## config.mk

```make
export PLATFORM = sky130hd
export DESIGN_NAME = ffc_top
export DESIGN_NICKNAME = d
export VERILOG_FILES = /design/src/ffc_pkg.sv /design/src/ffc_stream_if.sv /design/src/ffc_buf.sv /design/src/ffc_top.sv
export VERILOG_INCLUDE_DIRS = /design/src
export SDC_FILE = /design/constraint.sdc
export NUM_CORES = 1
export LEC_CHECK = 0
export BUFFER_PORTS_ARGS = -buffer_cell sky130_fd_sc_hd__buf_2
export CORE_MARGIN = 2
export CORE_UTILIZATION = 40
export DETAILED_ROUTE_END_ITERATION = 8
export GPL_TIMING_DRIVEN = 0
export MAX_ROUTING_LAYER = met4
export PLACE_DENSITY_LB_ADDON = 0.08
export SLEW_MARGIN = 5
export SYNTH_ARGS = -nofsm -noshare
export SYNTH_HDL_FRONTEND = slang
export SYNTH_SLANG_ARGS = --single-unit
```

## constraint.sdc

```tcl
create_clock -name mclk -period 5.45 [get_ports mclk]
set_input_delay 1.09 -clock mclk [delete_from_list [all_inputs] [get_ports mclk]]
set_output_delay 1.09 -clock mclk [all_outputs]
set_load 0.02 [all_outputs]
```

## src/ffc_params.svh

```systemverilog
`ifndef FFC_PARAMS_SVH
`define FFC_PARAMS_SVH
// ==========================================================
// widths and depths
`define FFC_DATA_W    32
`define FFC_BUF_DEPTH 8
`endif

```

## src/ffc_pkg.sv

```systemverilog
`include "ffc_params.svh"
package ffc_pkg;
  // ==========================================================
  // top-level state
  typedef struct packed {
    logic                   mode_meta;
    logic                   mode_sync;
    logic                   cap_valid;
    logic [`FFC_DATA_W-1:0] cap_data;
  } ffc_top_st_t;
endpackage

```

## src/ffc_stream_if.sv

```systemverilog
`timescale 1ns/10ps
`include "ffc_params.svh"
// ==========================================================
// valid/ready word stream from the capture stage into the buffer, and from the buffer to the output side
interface ffc_stream_if #(
  parameter int WIDTH = `FFC_DATA_W
) ();
  logic             valid;
  logic             ready;
  logic [WIDTH-1:0] data;
  modport src (output valid, output data, input ready);
  modport snk (input valid, input data, output ready);
endinterface

```

## src/ffc_buf.sv

```systemverilog
`timescale 1ns/10ps
`include "ffc_params.svh"
module ffc_buf
  import ffc_pkg::*;
#(
  parameter int WIDTH = `FFC_DATA_W,
  parameter int DEPTH = `FFC_BUF_DEPTH
) (
  input wire logic   mclk,
  input wire logic   rst_n,
  ffc_stream_if.snk  push,
  ffc_stream_if.src  pop
);
  localparam int AW = (DEPTH > 1) ? $clog2(DEPTH) : 1;
  localparam logic [AW-1:0] LAST = AW'(DEPTH - 1);
  localparam logic [AW:0]   FULL = (AW+1)'(DEPTH);

  typedef struct packed {
    logic [DEPTH-1:0][WIDTH-1:0] mem;
    logic [AW-1:0]               wr_ptr;
    logic [AW-1:0]               rd_ptr;
    logic [AW:0]                 count;
  } ffc_buf_st_t;

  ffc_buf_st_t st;
  ffc_buf_st_t next_st;
  logic        do_push;
  logic        do_pop;

  // ==========================================================
  // storage
  assign push.ready = (st.count != FULL);
  assign pop.valid  = (st.count != '0);
  assign pop.data   = st.mem[st.rd_ptr];
  assign do_push    = push.valid && push.ready;
  assign do_pop     = pop.valid && pop.ready;

  always_comb begin
    next_st = st;
    if (do_push) begin
      next_st.mem[st.wr_ptr] = push.data;
      next_st.wr_ptr = (st.wr_ptr == LAST) ? '0 : st.wr_ptr + 1'b1;
    end
    if (do_pop) begin
      next_st.rd_ptr = (st.rd_ptr == LAST) ? '0 : st.rd_ptr + 1'b1;
    end
    case ({do_push, do_pop})
      2'b10:   next_st.count = st.count + 1'b1;
      2'b01:   next_st.count = st.count - 1'b1;
      default: next_st.count = st.count;
    endcase
  end

  always_ff @(posedge mclk or negedge rst_n) begin
    if (!rst_n) begin
      st <= '0;
    end else begin
      st <= next_st;
    end
  end
endmodule

```

## src/ffc_top.sv

```systemverilog
`timescale 1ns/10ps
`include "ffc_params.svh"
// Summary of operation
// - normal mode: issue an input read strobe only while the input empty flag is clear
// - throttle mode: empty flag acts as clock enable so bad words stop
// - never raise the output write enable while the output full flag is set
// - throttle mode: pipeline advances only when input data and output room both allow; normal mode waits only for input data and local room
// - local buffering so no word is dropped and none is invented
// - drive a free-running clock on both carrier fifo clock outputs
// - all fifo strobes, flags and data live on that one rising-edge clock
module ffc_top
  import ffc_pkg::*;
#(
  parameter int WIDTH = `FFC_DATA_W,
  parameter int DEPTH = `FFC_BUF_DEPTH
) (
  input  wire logic             mclk,
  input  wire logic             rst_n,
  input  wire logic             throttle_mode,
  output wire logic             in_fifo_clk,
  input  wire logic [WIDTH-1:0] in_data,
  input  wire logic             input_empty_flag,
  output wire logic             in_read_strobe,
  output wire logic             out_fifo_clk,
  input  wire logic             output_full_flag,
  output wire logic             out_write_enable,
  output wire logic [WIDTH-1:0] out_data
);
  ffc_top_st_t st;
  ffc_top_st_t next_st;
  logic        room;
  logic        proc_ce;
  logic        cap_load;

  ffc_stream_if #(.WIDTH(WIDTH)) push_if ();
  ffc_stream_if #(.WIDTH(WIDTH)) pop_if ();

  // ==========================================================
  // carrier clocks
  // forwarding mclk keeps the flags synchronous to our own edge, so they
  // need no synchroniser; the mode strap is asynchronous and does
  assign in_fifo_clk  = mclk;
  assign out_fifo_clk = mclk;

  // ==========================================================
  // input side
  assign room     = !st.cap_valid || push_if.ready;
  // throttle mode also waits for output room: stops the input read in the same cycle as the output write
  assign proc_ce  = room && (!st.mode_sync || !output_full_flag);
  assign in_read_strobe = st.mode_sync ? proc_ce
                                       : (room && !input_empty_flag);
  assign cap_load = in_read_strobe && !input_empty_flag;

  assign push_if.valid = st.cap_valid;
  assign push_if.data  = st.cap_data;

  always_comb begin
    next_st = st;
    next_st.mode_meta = throttle_mode;
    next_st.mode_sync = st.mode_meta;
    if (st.cap_valid && push_if.ready) begin
      next_st.cap_valid = 1'b0;
    end
    if (cap_load) begin
      next_st.cap_valid = 1'b1;
      next_st.cap_data  = in_data;
    end
  end

  always_ff @(posedge mclk or negedge rst_n) begin
    if (!rst_n) begin
      st <= '0;
    end else begin
      st <= next_st;
    end
  end

  // ==========================================================
  // buffer
  ffc_buf #(
    .WIDTH (WIDTH),
    .DEPTH (DEPTH)
  ) u_buf (
    .mclk  (mclk),
    .rst_n (rst_n),
    .push  (push_if.snk),
    .pop   (pop_if.src)
  );

  // ==========================================================
  // output side
  // full is a same-edge flag: decided combinationally, never a cycle late
  assign pop_if.ready     = !output_full_flag;
  assign out_write_enable = pop_if.valid && !output_full_flag;
  assign out_data         = pop_if.data;
endmodule

```

==> impl_metrics.ini, run 1 <==
[status]
run_status = complete, no violations

[pwr]
p_switching_uw = 3290
power_frac_clock_pct = 24.6
p_int_uw = 6930
ir_drop_v = 0.000317
finalPower_uw = 10200
switching_share_pct = 32.2
leakagePower_uw = 0.00680
powerDensity_mw_per_mm2 = 658
seq_power_share_pct = 37.4
comb_power_share_pct = 38.1

[detailed_routing]
drt_iter0_markers = 390
wl_met3_um = 1020
num_vias = 7323
wl_per_cell_um = 22.7
routed-wl-met2_um = 15900
routed_wl_um = 31100
drc = 0
dr.pass1.iters = 4
ant_nets = 0
dr.max_layer_used = met4
viasPerCell = 5.34
m1WireLength_um = 13600

[worst_setup_path]
r2r_start = u_buf.st[2]
worstRegToRegCells = 11
crit_required_ns = 4.36
crit_fanout = 2
cp-start-kind = clock port
worstReg2RegEnd = u_buf.st[2]
crit_arrival_ns = 3.24
worstSetupPathType = clock port to output pin
cp-end-kind = output pin
reg2reg_slack_ns = 2.84

[synth]
synth-async-reset-ratio_pct = 100
syn-instance-count = 790
synth_area_mm2 = 0.0133
synth_most_common_cell = mux2_2
synth_cell_types = 32
yosys-top-cells-area = dfrtp_1 57%, mux2_2 26%, mux4_2 11%, mux2_1 1.9%, buf_2 0.83%
yosysTopAreaCell = dfrtp_1
ys.flop_type = dfrtp_1
synth_top_area_share_pct = 56.7
synth-edff-count = 0
synth_common_cells = 302 x mux2_2, 301 x dfrtp_1, 64 x mux4_2, 22 x buf_2, 22 x mux2_1
yosys_warnings = 0
seq_area_frac_synth_pct = 56.7
synth_area_per_cell_um2 = 16.8
syn_nets = 834
ys_ff_latch = 301

[clocking]
tritoncts = built
cts_hold_buf = 0
cts_resized = 0
clkTransAtPathRegs_ns = 0.05
insertion_delay_ns = 0.62
cts_setup_buffers = 0

[worst_hold_path]
min-delay-path-class = flip-flop to flip-flop
hold_depth = 0
worstHoldEndpoint = st[33]
min_from = next_st[33]

[placement]
hpwlAfterDp_um = 19600
gp_congestion = 0.724
numPortBuffers = 72

[timing]
setup_viol = 0
rsz0062_at_grt = false
finalSetupTns_ns = 0
slew_viol_final = 0
whs_ns = 0.346
slew_headroom_pct = 18.4
finalHoldViolations = 0
worst_pin_slew_ns = 1.22
skew_ns = 0.0109

[layout]
antennaDiodeCount = 0
drive_gt1_share_pct = 57.9
final_nets = 950
fin_util_pct = 47.6
syn2layout_area_growth_pct = 16.9

[global_route]
antenna_found_initial = 0
grt_pass1_wl_um = 49200
grt_usage_pct = 19.0
grt_max_degree = 126
overflow = 0
grt_pass1_vias = 8351

[die]
die_y_um = 186
dieArea_mm2 = 0.0347
die-width_um = 186
core-area_mm2 = 0.0326
pin_count = 73
num_rows = 66
start_util_pct = 40.8

[job]
maxCapViolCount = 0
-- logic make-up after synthesis --
family	synth area share, %
AOI/OAI and AO/OA	0.461
xor gates and xnor gates	0.329
adders and majority gates	0.659
buffers and inverters	2.12
DFF	56.7
muxes	38.3
and+or+nand+nor	1.50
-- flip-flops by register name (all words and copies together), names as in the netlist --
name / cells
push_if.valid: 1
next_st: 1
u_buf.st: 266
push_if.data: 32
st: 1
-- power by group through the flow --
stage	logic [µW]	clock network [µW]	registers, µW
floorplan	2960	42.9	3620
global placement	3820	54.0	3720
detailed placement	3960	54.0	3850
CTS	3980	2590	3820
global route	4180	2690	3950
finish	3890	2510	3820
-- layout by cell type (no fill, tap or decap), types with 3 or more instances in the layout --
master	netlist	final
nor2b_1	5	5
buf_1	4	4
ha_1	7	7
clkbuf_16	0	41
buf_6	3	3
clkbuf_8	0	14
buf_4	9	9
clkbuf_1	13	19
mux2_2	302	302
nand2_1	7	7
nor2_1	4	4
buf_2	22	93
xor2_1	4	4
clkinv_2	0	3
a21oi_1	3	3
mux2_1	22	22
dfrtp_1	301	301
mux4_2	64	64
-- critical path: stages --
cell,delay (ns)
clkbuf_16,0.13
clkbuf_16,0.13
buf_4,0.11
buf_2,0.15
-- worst max-delay path by stage --
stage / start / end / slack [ns] / cells past startpoint
final: mclk / in_fifo_clk / 1.12 / 4
after global routing: u_buf.st[5] / out_data[0] / 1.09 / 5
after CTS: u_buf.st[5] / out_data[0] / 1.07 / 5
after detailed placement: mclk / in_fifo_clk / 1.39 / 2
after global placement: rst_n / push_if.data[13] / -1.89 / 1
after floorplan: mclk / in_fifo_clk / 1.50 / 1
-- routing by layer --
metal | GRT usage (%) | up-vias
met5 | - | -
met4 | 5.29 | 0
met3 | 3.10 | 46
met2 | 31.5 | 122
met1 | 24.4 | 3972
li1 | - | 3183
-- final cells by class --
cell class,instances,area [µm²]
Clock buffer,63,1250
Fill cell,2788,17100
Sequential cell,301,7530
Clock inverter,4,22.5
Multi-Input combinational cell,437,5480
Timing Repair Buffer,72,415
Inverter,1,6.26
Tap cell,442,553
Buffer,51,275
-- through the flow --
| stage | area [µm²] | setup WS, ns | instances |
|---|---|---|---|
| after floorplan | 13300 | 1.50 | 790 |
| after global placement | 14200 | -1.89 | 1304 |
| after detailed placement | 14300 | 1.39 | 1306 |
| after CTS | 15500 | 1.07 | 1371 |
| after global routing | 15500 | 1.09 | 1371 |
| final | 15500 | 1.12 | 1371 |
Power figures use the tool's default switching activity.
==> run 2: changes to the inputs <==
==> constraint.sdc (replaced) <==
create_clock -name mclk -period 3.52 [get_ports mclk]
set_input_delay 0.704 -clock mclk [delete_from_list [all_inputs] [get_ports mclk]]
set_output_delay 0.704 -clock mclk [all_outputs]
set_load 0.02 [all_outputs]
==> run 2 against run 1 <==
Compared with the run above:
- worst hold slack got worse by 0.27 ns
- largest power group unchanged
- sequential share of layout area fell by 0.11 points
- die area did not move
- register-to-register slack got worse by 1.9 ns
- first-iteration DRC count rose by 0.26%
- routed wire length fell by 0.20%
- non-clock buffer count did not move
- global-route usage barely moved
- critical path depth did not move
- clock power rose by 55%
==> impl_metrics.ini, run 2 (synthesized netlist as in run 1, its figures left out) <==
[status]
run_status = complete, no violations

[detailed_routing]
drt_iter0_markers = 391
wl_per_cell_um = 22.6
dr.pass1.iters = 4
routed_wl_um = 31000
ant_nets = 0
viasPerCell = 5.32
num_vias = 7290
drc = 0

[placement]
dp_slack_ns = 0.192
numPortBuffers = 72
hpwlAfterDp_um = 19600
placed_cell_area_mm2 = 0.0143
gp_congestion = 0.724

[pwr]
leakagePower_uw = 0.00682
ir_drop_v = 0.000491
powerDensity_mw_per_mm2 = 1020

[worst_setup_path]
cpMaxStageDelayCell = clkbuf_1
critPathMaxStageDelay_ns = 0.79
worstReg2RegEnd = u_buf.st[2]
crit_required_ns = 2.82
cp-end-kind = output pin
crit_fanout = 10
crit_arrival_ns = 2.69
worstPathCellList = buf_1, clkbuf_1, mux2_2, buf_2
reg2reg_slack_ns = 0.91
r2r_start = u_buf.st[2]
worstSetupPathType = flip-flop to output pin
worstRegToRegCells = 11
cp-start-kind = flip-flop

[timing]
slew_headroom_pct = 33.6
worst_pin_slew_ns = 0.997
skew_ns = 0.0104
slew_viol_final = 0
period_needed_ns = 3.39
whs_ns = 0.0716
min_period_over_period_pct = 96.3
clock.fmax_ghz = 0.295
rsz0062_at_grt = false
setup_viol = 0
finalHoldViolations = 0
fin_ws_ns = 0.131

[die]
start_util_pct = 40.8
die_y_um = 186
die-width_um = 186
core-area_mm2 = 0.0326
dieArea_mm2 = 0.0347
num_rows = 66
pin_count = 73

[layout]
final_nets = 950
fin_util_pct = 47.7
drive_gt1_share_pct = 58.8
design_area_mm2 = 0.0156
syn2layout_area_growth_pct = 17.1
regMostFlops = u_buf.st
antennaDiodeCount = 0
final_cell_mix = 302 x mux2_2, 301 x dfrtp_1, 88 x buf_2, 64 x mux4_2, 41 x clkbuf_16
final_common_cell = mux2_2
largest_reg_flops = 266

[clocking]
cts_hold_buf = 0
clkTransAtPathRegs_ns = 0.06
tritoncts = built
insertion_delay_ns = 0.62

[global_route]
grt_pass1_wl_um = 49200
grt_pass1_vias = 8346
antenna_found_initial = 0
grt_max_degree = 126
grt_usage_pct = 19.1
overflow = 0

[job]
maxCapViolCount = 0

[worst_hold_path]
min-delay-path-class = input port to asynchronous set/reset pin
## run 2: cell types whose count changed in the layout (fill, tap and decap cells not counted)
| cell | change |
|---|---|
| clkbuf_2 | +6 |
| buf_2 | -5 |
| clkbuf_1 | -6 |
| clkbuf_4 | +1 |
| buf_4 | +4 |
| clkdlybuf4s15_2 | +2 |
| buf_1 | -2 |
## run 2: how the worst max path moves through the flow
stage | start | endpoint | slack, ns | depth (start not counted)
CTS | u_buf.st[4] | out_data[31] | 0.01 | 5
global placement | rst_n | push_if.data[13] | -3.43 | 1
global route | u_buf.st[6] | out_data[28] | 0.01 | 4
floorplan | mclk | in_fifo_clk | 0.92 | 1
finish | u_buf.st[6] | out_data[28] | 0.13 | 4
detailed placement | u_buf.st[5] | out_data[0] | 0.19 | 5
## run 2: worst max-delay path: cells and delay by family (launching register included)
family / cells / cell delay (ns)
flops: 1 / 0.34
buf+inv: 3 / 1.28
mux: 1 / 0.45
## run 2: cell type report
type / instances / area (µm²)
repair buffers: 72 / 415
clock inverters: 4 / 22.5
inverters: 1 / 6.26
clock buffers: 63 / 1250
flip-flops and latches: 301 / 7530
plain buffers: 51 / 310
fillers: 2783 / 17000
well taps: 442 / 553
multi-input cells: 437 / 5480
## run 2: per-layer routing
metal | share of wire [%] | track usage, % | up-vias
met5 | 0 | - | -
met4 | 2.0 | 5.29 | 0
met3 | 3.0 | 3.10 | 46
met2 | 51 | 31.5 | 113
met1 | 44 | 24.4 | 3945
li1 | - | - | 3186
## run 2: power breakdown
group,switching (µW),total (µW),internal (µW)
clock network,1450,3890,2440
registers,900,5910,5010
logic,2750,6050,3300
total,5100,15900,10800
## run 2: what timing repair did
action                     4_1_cts  5_1_grt
setup buffers                    0        0
gates resized for setup         14        1
setup endpoints to repair       32       24
## run 2: per-stage QoR
| step | TNS, ns | total power (µW) | cells |
|---|---|---|---|
| finish | 0 | 15900 | 1371 |
| global placement | -1023.50 | 11800 | 1304 |
| floorplan | 0 | 10300 | 790 |
| CTS | 0 | 16100 | 1371 |
| global route | 0 | 16800 | 1371 |
| detailed placement | 0 | 12200 | 1306 |
==> run 3: changes to the inputs <==
--- a/config.mk
+++ b/config.mk
@@ -7,6 +7,8 @@
 export NUM_CORES = 1
 export LEC_CHECK = 0
 export BUFFER_PORTS_ARGS = -buffer_cell sky130_fd_sc_hd__buf_2
+export CELL_PAD_IN_SITES_DETAIL_PLACEMENT = 0
+export CELL_PAD_IN_SITES_GLOBAL_PLACEMENT = 1
 export CORE_MARGIN = 2
 export CORE_UTILIZATION = 40
 export DETAILED_ROUTE_END_ITERATION = 8
==> run 3 against run 2 <==
Compared with the run above:
- clock skew decreased by 0.0014 ns
- clock power decreased by 3%
- critical path depth unchanged
- design area decreased by 0.43%
- die area unchanged
- global-route usage about the same
- total power decreased by 0.96%
- first-iteration DRC count decreased by 19%
- fmax increased by 0.52%
- utilization decreased by 0.21 points
- sequential cell count unchanged
==> impl_metrics.ini, run 3 (synthesized netlist as in run 1, its figures left out) <==
[global_route]
antenna_found_initial = 0
overflow = 0
grt_max_degree = 126
grt_pass1_vias = 8396
grt_usage_pct = 19.0
grt_pass1_wl_um = 49000

[timing]
fin_ws_ns = 0.148
worst_pin_slew_ns = 0.929
clock.fmax_ghz = 0.297
rsz0062_at_grt = false
whs_ns = 0.0823
slew_viol_final = 0
min_period_over_period_pct = 95.8
finalHoldViolations = 0
period_needed_ns = 3.37
skew_ns = 0.00899
setup_viol = 0
finalSetupTns_ns = 0
slew_headroom_pct = 38.1

[die]
pin_count = 73
dieArea_mm2 = 0.0347
die-width_um = 186
core-area_mm2 = 0.0326
die_y_um = 186
start_util_pct = 40.8
num_rows = 66

[detailed_routing]
num_vias = 7278
dr.pass1.iters = 4
routed_wl_um = 31000
ant_nets = 0
wl_per_cell_um = 22.6
drc = 0
viasPerCell = 5.31
drt_iter0_markers = 318

[worst_setup_path]
worstSetupPathType = flip-flop to output pin
worstPathCellList = buf_1, clkbuf_1, mux2_2, buf_2
crit_required_ns = 2.82
cpMaxStageDelayCell = clkbuf_1
cp-start-kind = flip-flop
critPathMaxStageDelay_ns = 0.74
crit_arrival_ns = 2.67
crit_fanout = 10
cp-end-kind = output pin

[layout]
regMostFlops = u_buf.st
final_common_cell = mux2_2
final_nets = 950
design_area_mm2 = 0.0155
multiInputGateArea_mm2 = 0.00548
num-fill-cells = 2810
fin_util_pct = 47.5
largest_reg_flops = 266
antennaDiodeCount = 0
final_cell_mix = 302 x mux2_2, 301 x dfrtp_1, 89 x buf_2, 64 x mux4_2, 41 x clkbuf_16
drive_gt1_share_pct = 58.2
seq_area_mm2 = 0.00753
syn2layout_area_growth_pct = 16.6

[pwr]
powerDensity_mw_per_mm2 = 1010
seq_power_share_pct = 37.6
p_switching_uw = 5070
leakagePower_uw = 0.00679
comb_power_share_pct = 38.4
ir_drop_v = 0.000463
switching_share_pct = 32.3
p_int_uw = 10600
power_frac_clock_pct = 24.0

[placement]
hpwlAfterDp_um = 19900
placed_cell_area_mm2 = 0.0143
numPortBuffers = 72
dp_slack_ns = 0.178
gp_congestion = 0.733

[job]
maxCapViolCount = 0

[clocking]
clkTransAtPathRegs_ns = 0.06
insertion_delay_ns = 0.62
tritoncts = built
cts_hold_buf = 0

[worst_hold_path]
min-delay-path-class = input port to asynchronous set/reset pin

[status]
run_status = complete, no violations
run 3: cell types whose count changed in the layout (fill, tap and decap cells not counted), sizes merged:
cell,previous run,this run
buf,109,111
clkbuf,75,72
clkdlybuf4s15,2,0
clkdlybuf4s18,0,1
clkinv,3,5
clkinvlp,1,0
run 3: path summary, 6_finish.rpt:
| path | slack (ns) | end | start | depth (start not counted) |
|---|---|---|---|---|
| min in group mclk | 0.19 | next_st[33] | throttle_mode | 1 |
| max | 0.15 | out_data[0] | u_buf.st[6] | 4 |
| min | 0.08 | push_if.data[25] | rst_n | 1 |
| max in group asynchronous | 1.97 | u_buf.st[247] | rst_n | 3 |
| max reg2reg | 0.92 | u_buf.st[2] | u_buf.st[2] | 11 |
| min reg2reg | 0.35 | st[33] | next_st[33] | 0 |
run 3: critical path: cells and delay by family (launching register included):
family                 cells  cell delay, ns
multiplexers               1            0.45
buffers and inverters      3            1.23
flip-flops                 1            0.35
run 3: power by group through the flow:
stage / sequential (µW) / combinational [µW] / clock [µW]
finish: 5910 / 6030 / 3760
global route: 6100 / 6530 / 4030
CTS: 5910 / 6160 / 3880
detailed placement: 5970 / 6110 / 83.6
global placement: 5770 / 5890 / 83.6
floorplan: 5610 / 4580 / 66.4
run 3: layout make-up:
type                       count  area share, %
buffer                        51           2.05
clock buffer                  61           7.57
clock inverter                 5          0.161
inverter                       1         0.0403
multi-input combinational    437           35.4
sequential                   301           48.6
tap                          442           3.57
timing repair buffer          72           2.68
run 3: routing by layer:
layer	track usage [%]	vias to the layer above	part of all wire (%)
met3	3.33	61	3.2
li1	-	3192	-
met1	24.1	3912	44
met4	5.94	0	2.5
met2	31.3	113	50
met5	-	-	0
run 3: repair_timing:
item / 4_1_cts / 5_1_grt
endpoints found under the setup margin: 32 / 16
setup buffers: 0 / 0
resized for setup: 15 / 7
run 3: metrics by stage:
stage,power (µW),cells
floorplan,10300,790
global placement,11700,1304
detailed placement,12200,1306
CTS,15900,1370
global route,16700,1370
finish,15700,1370
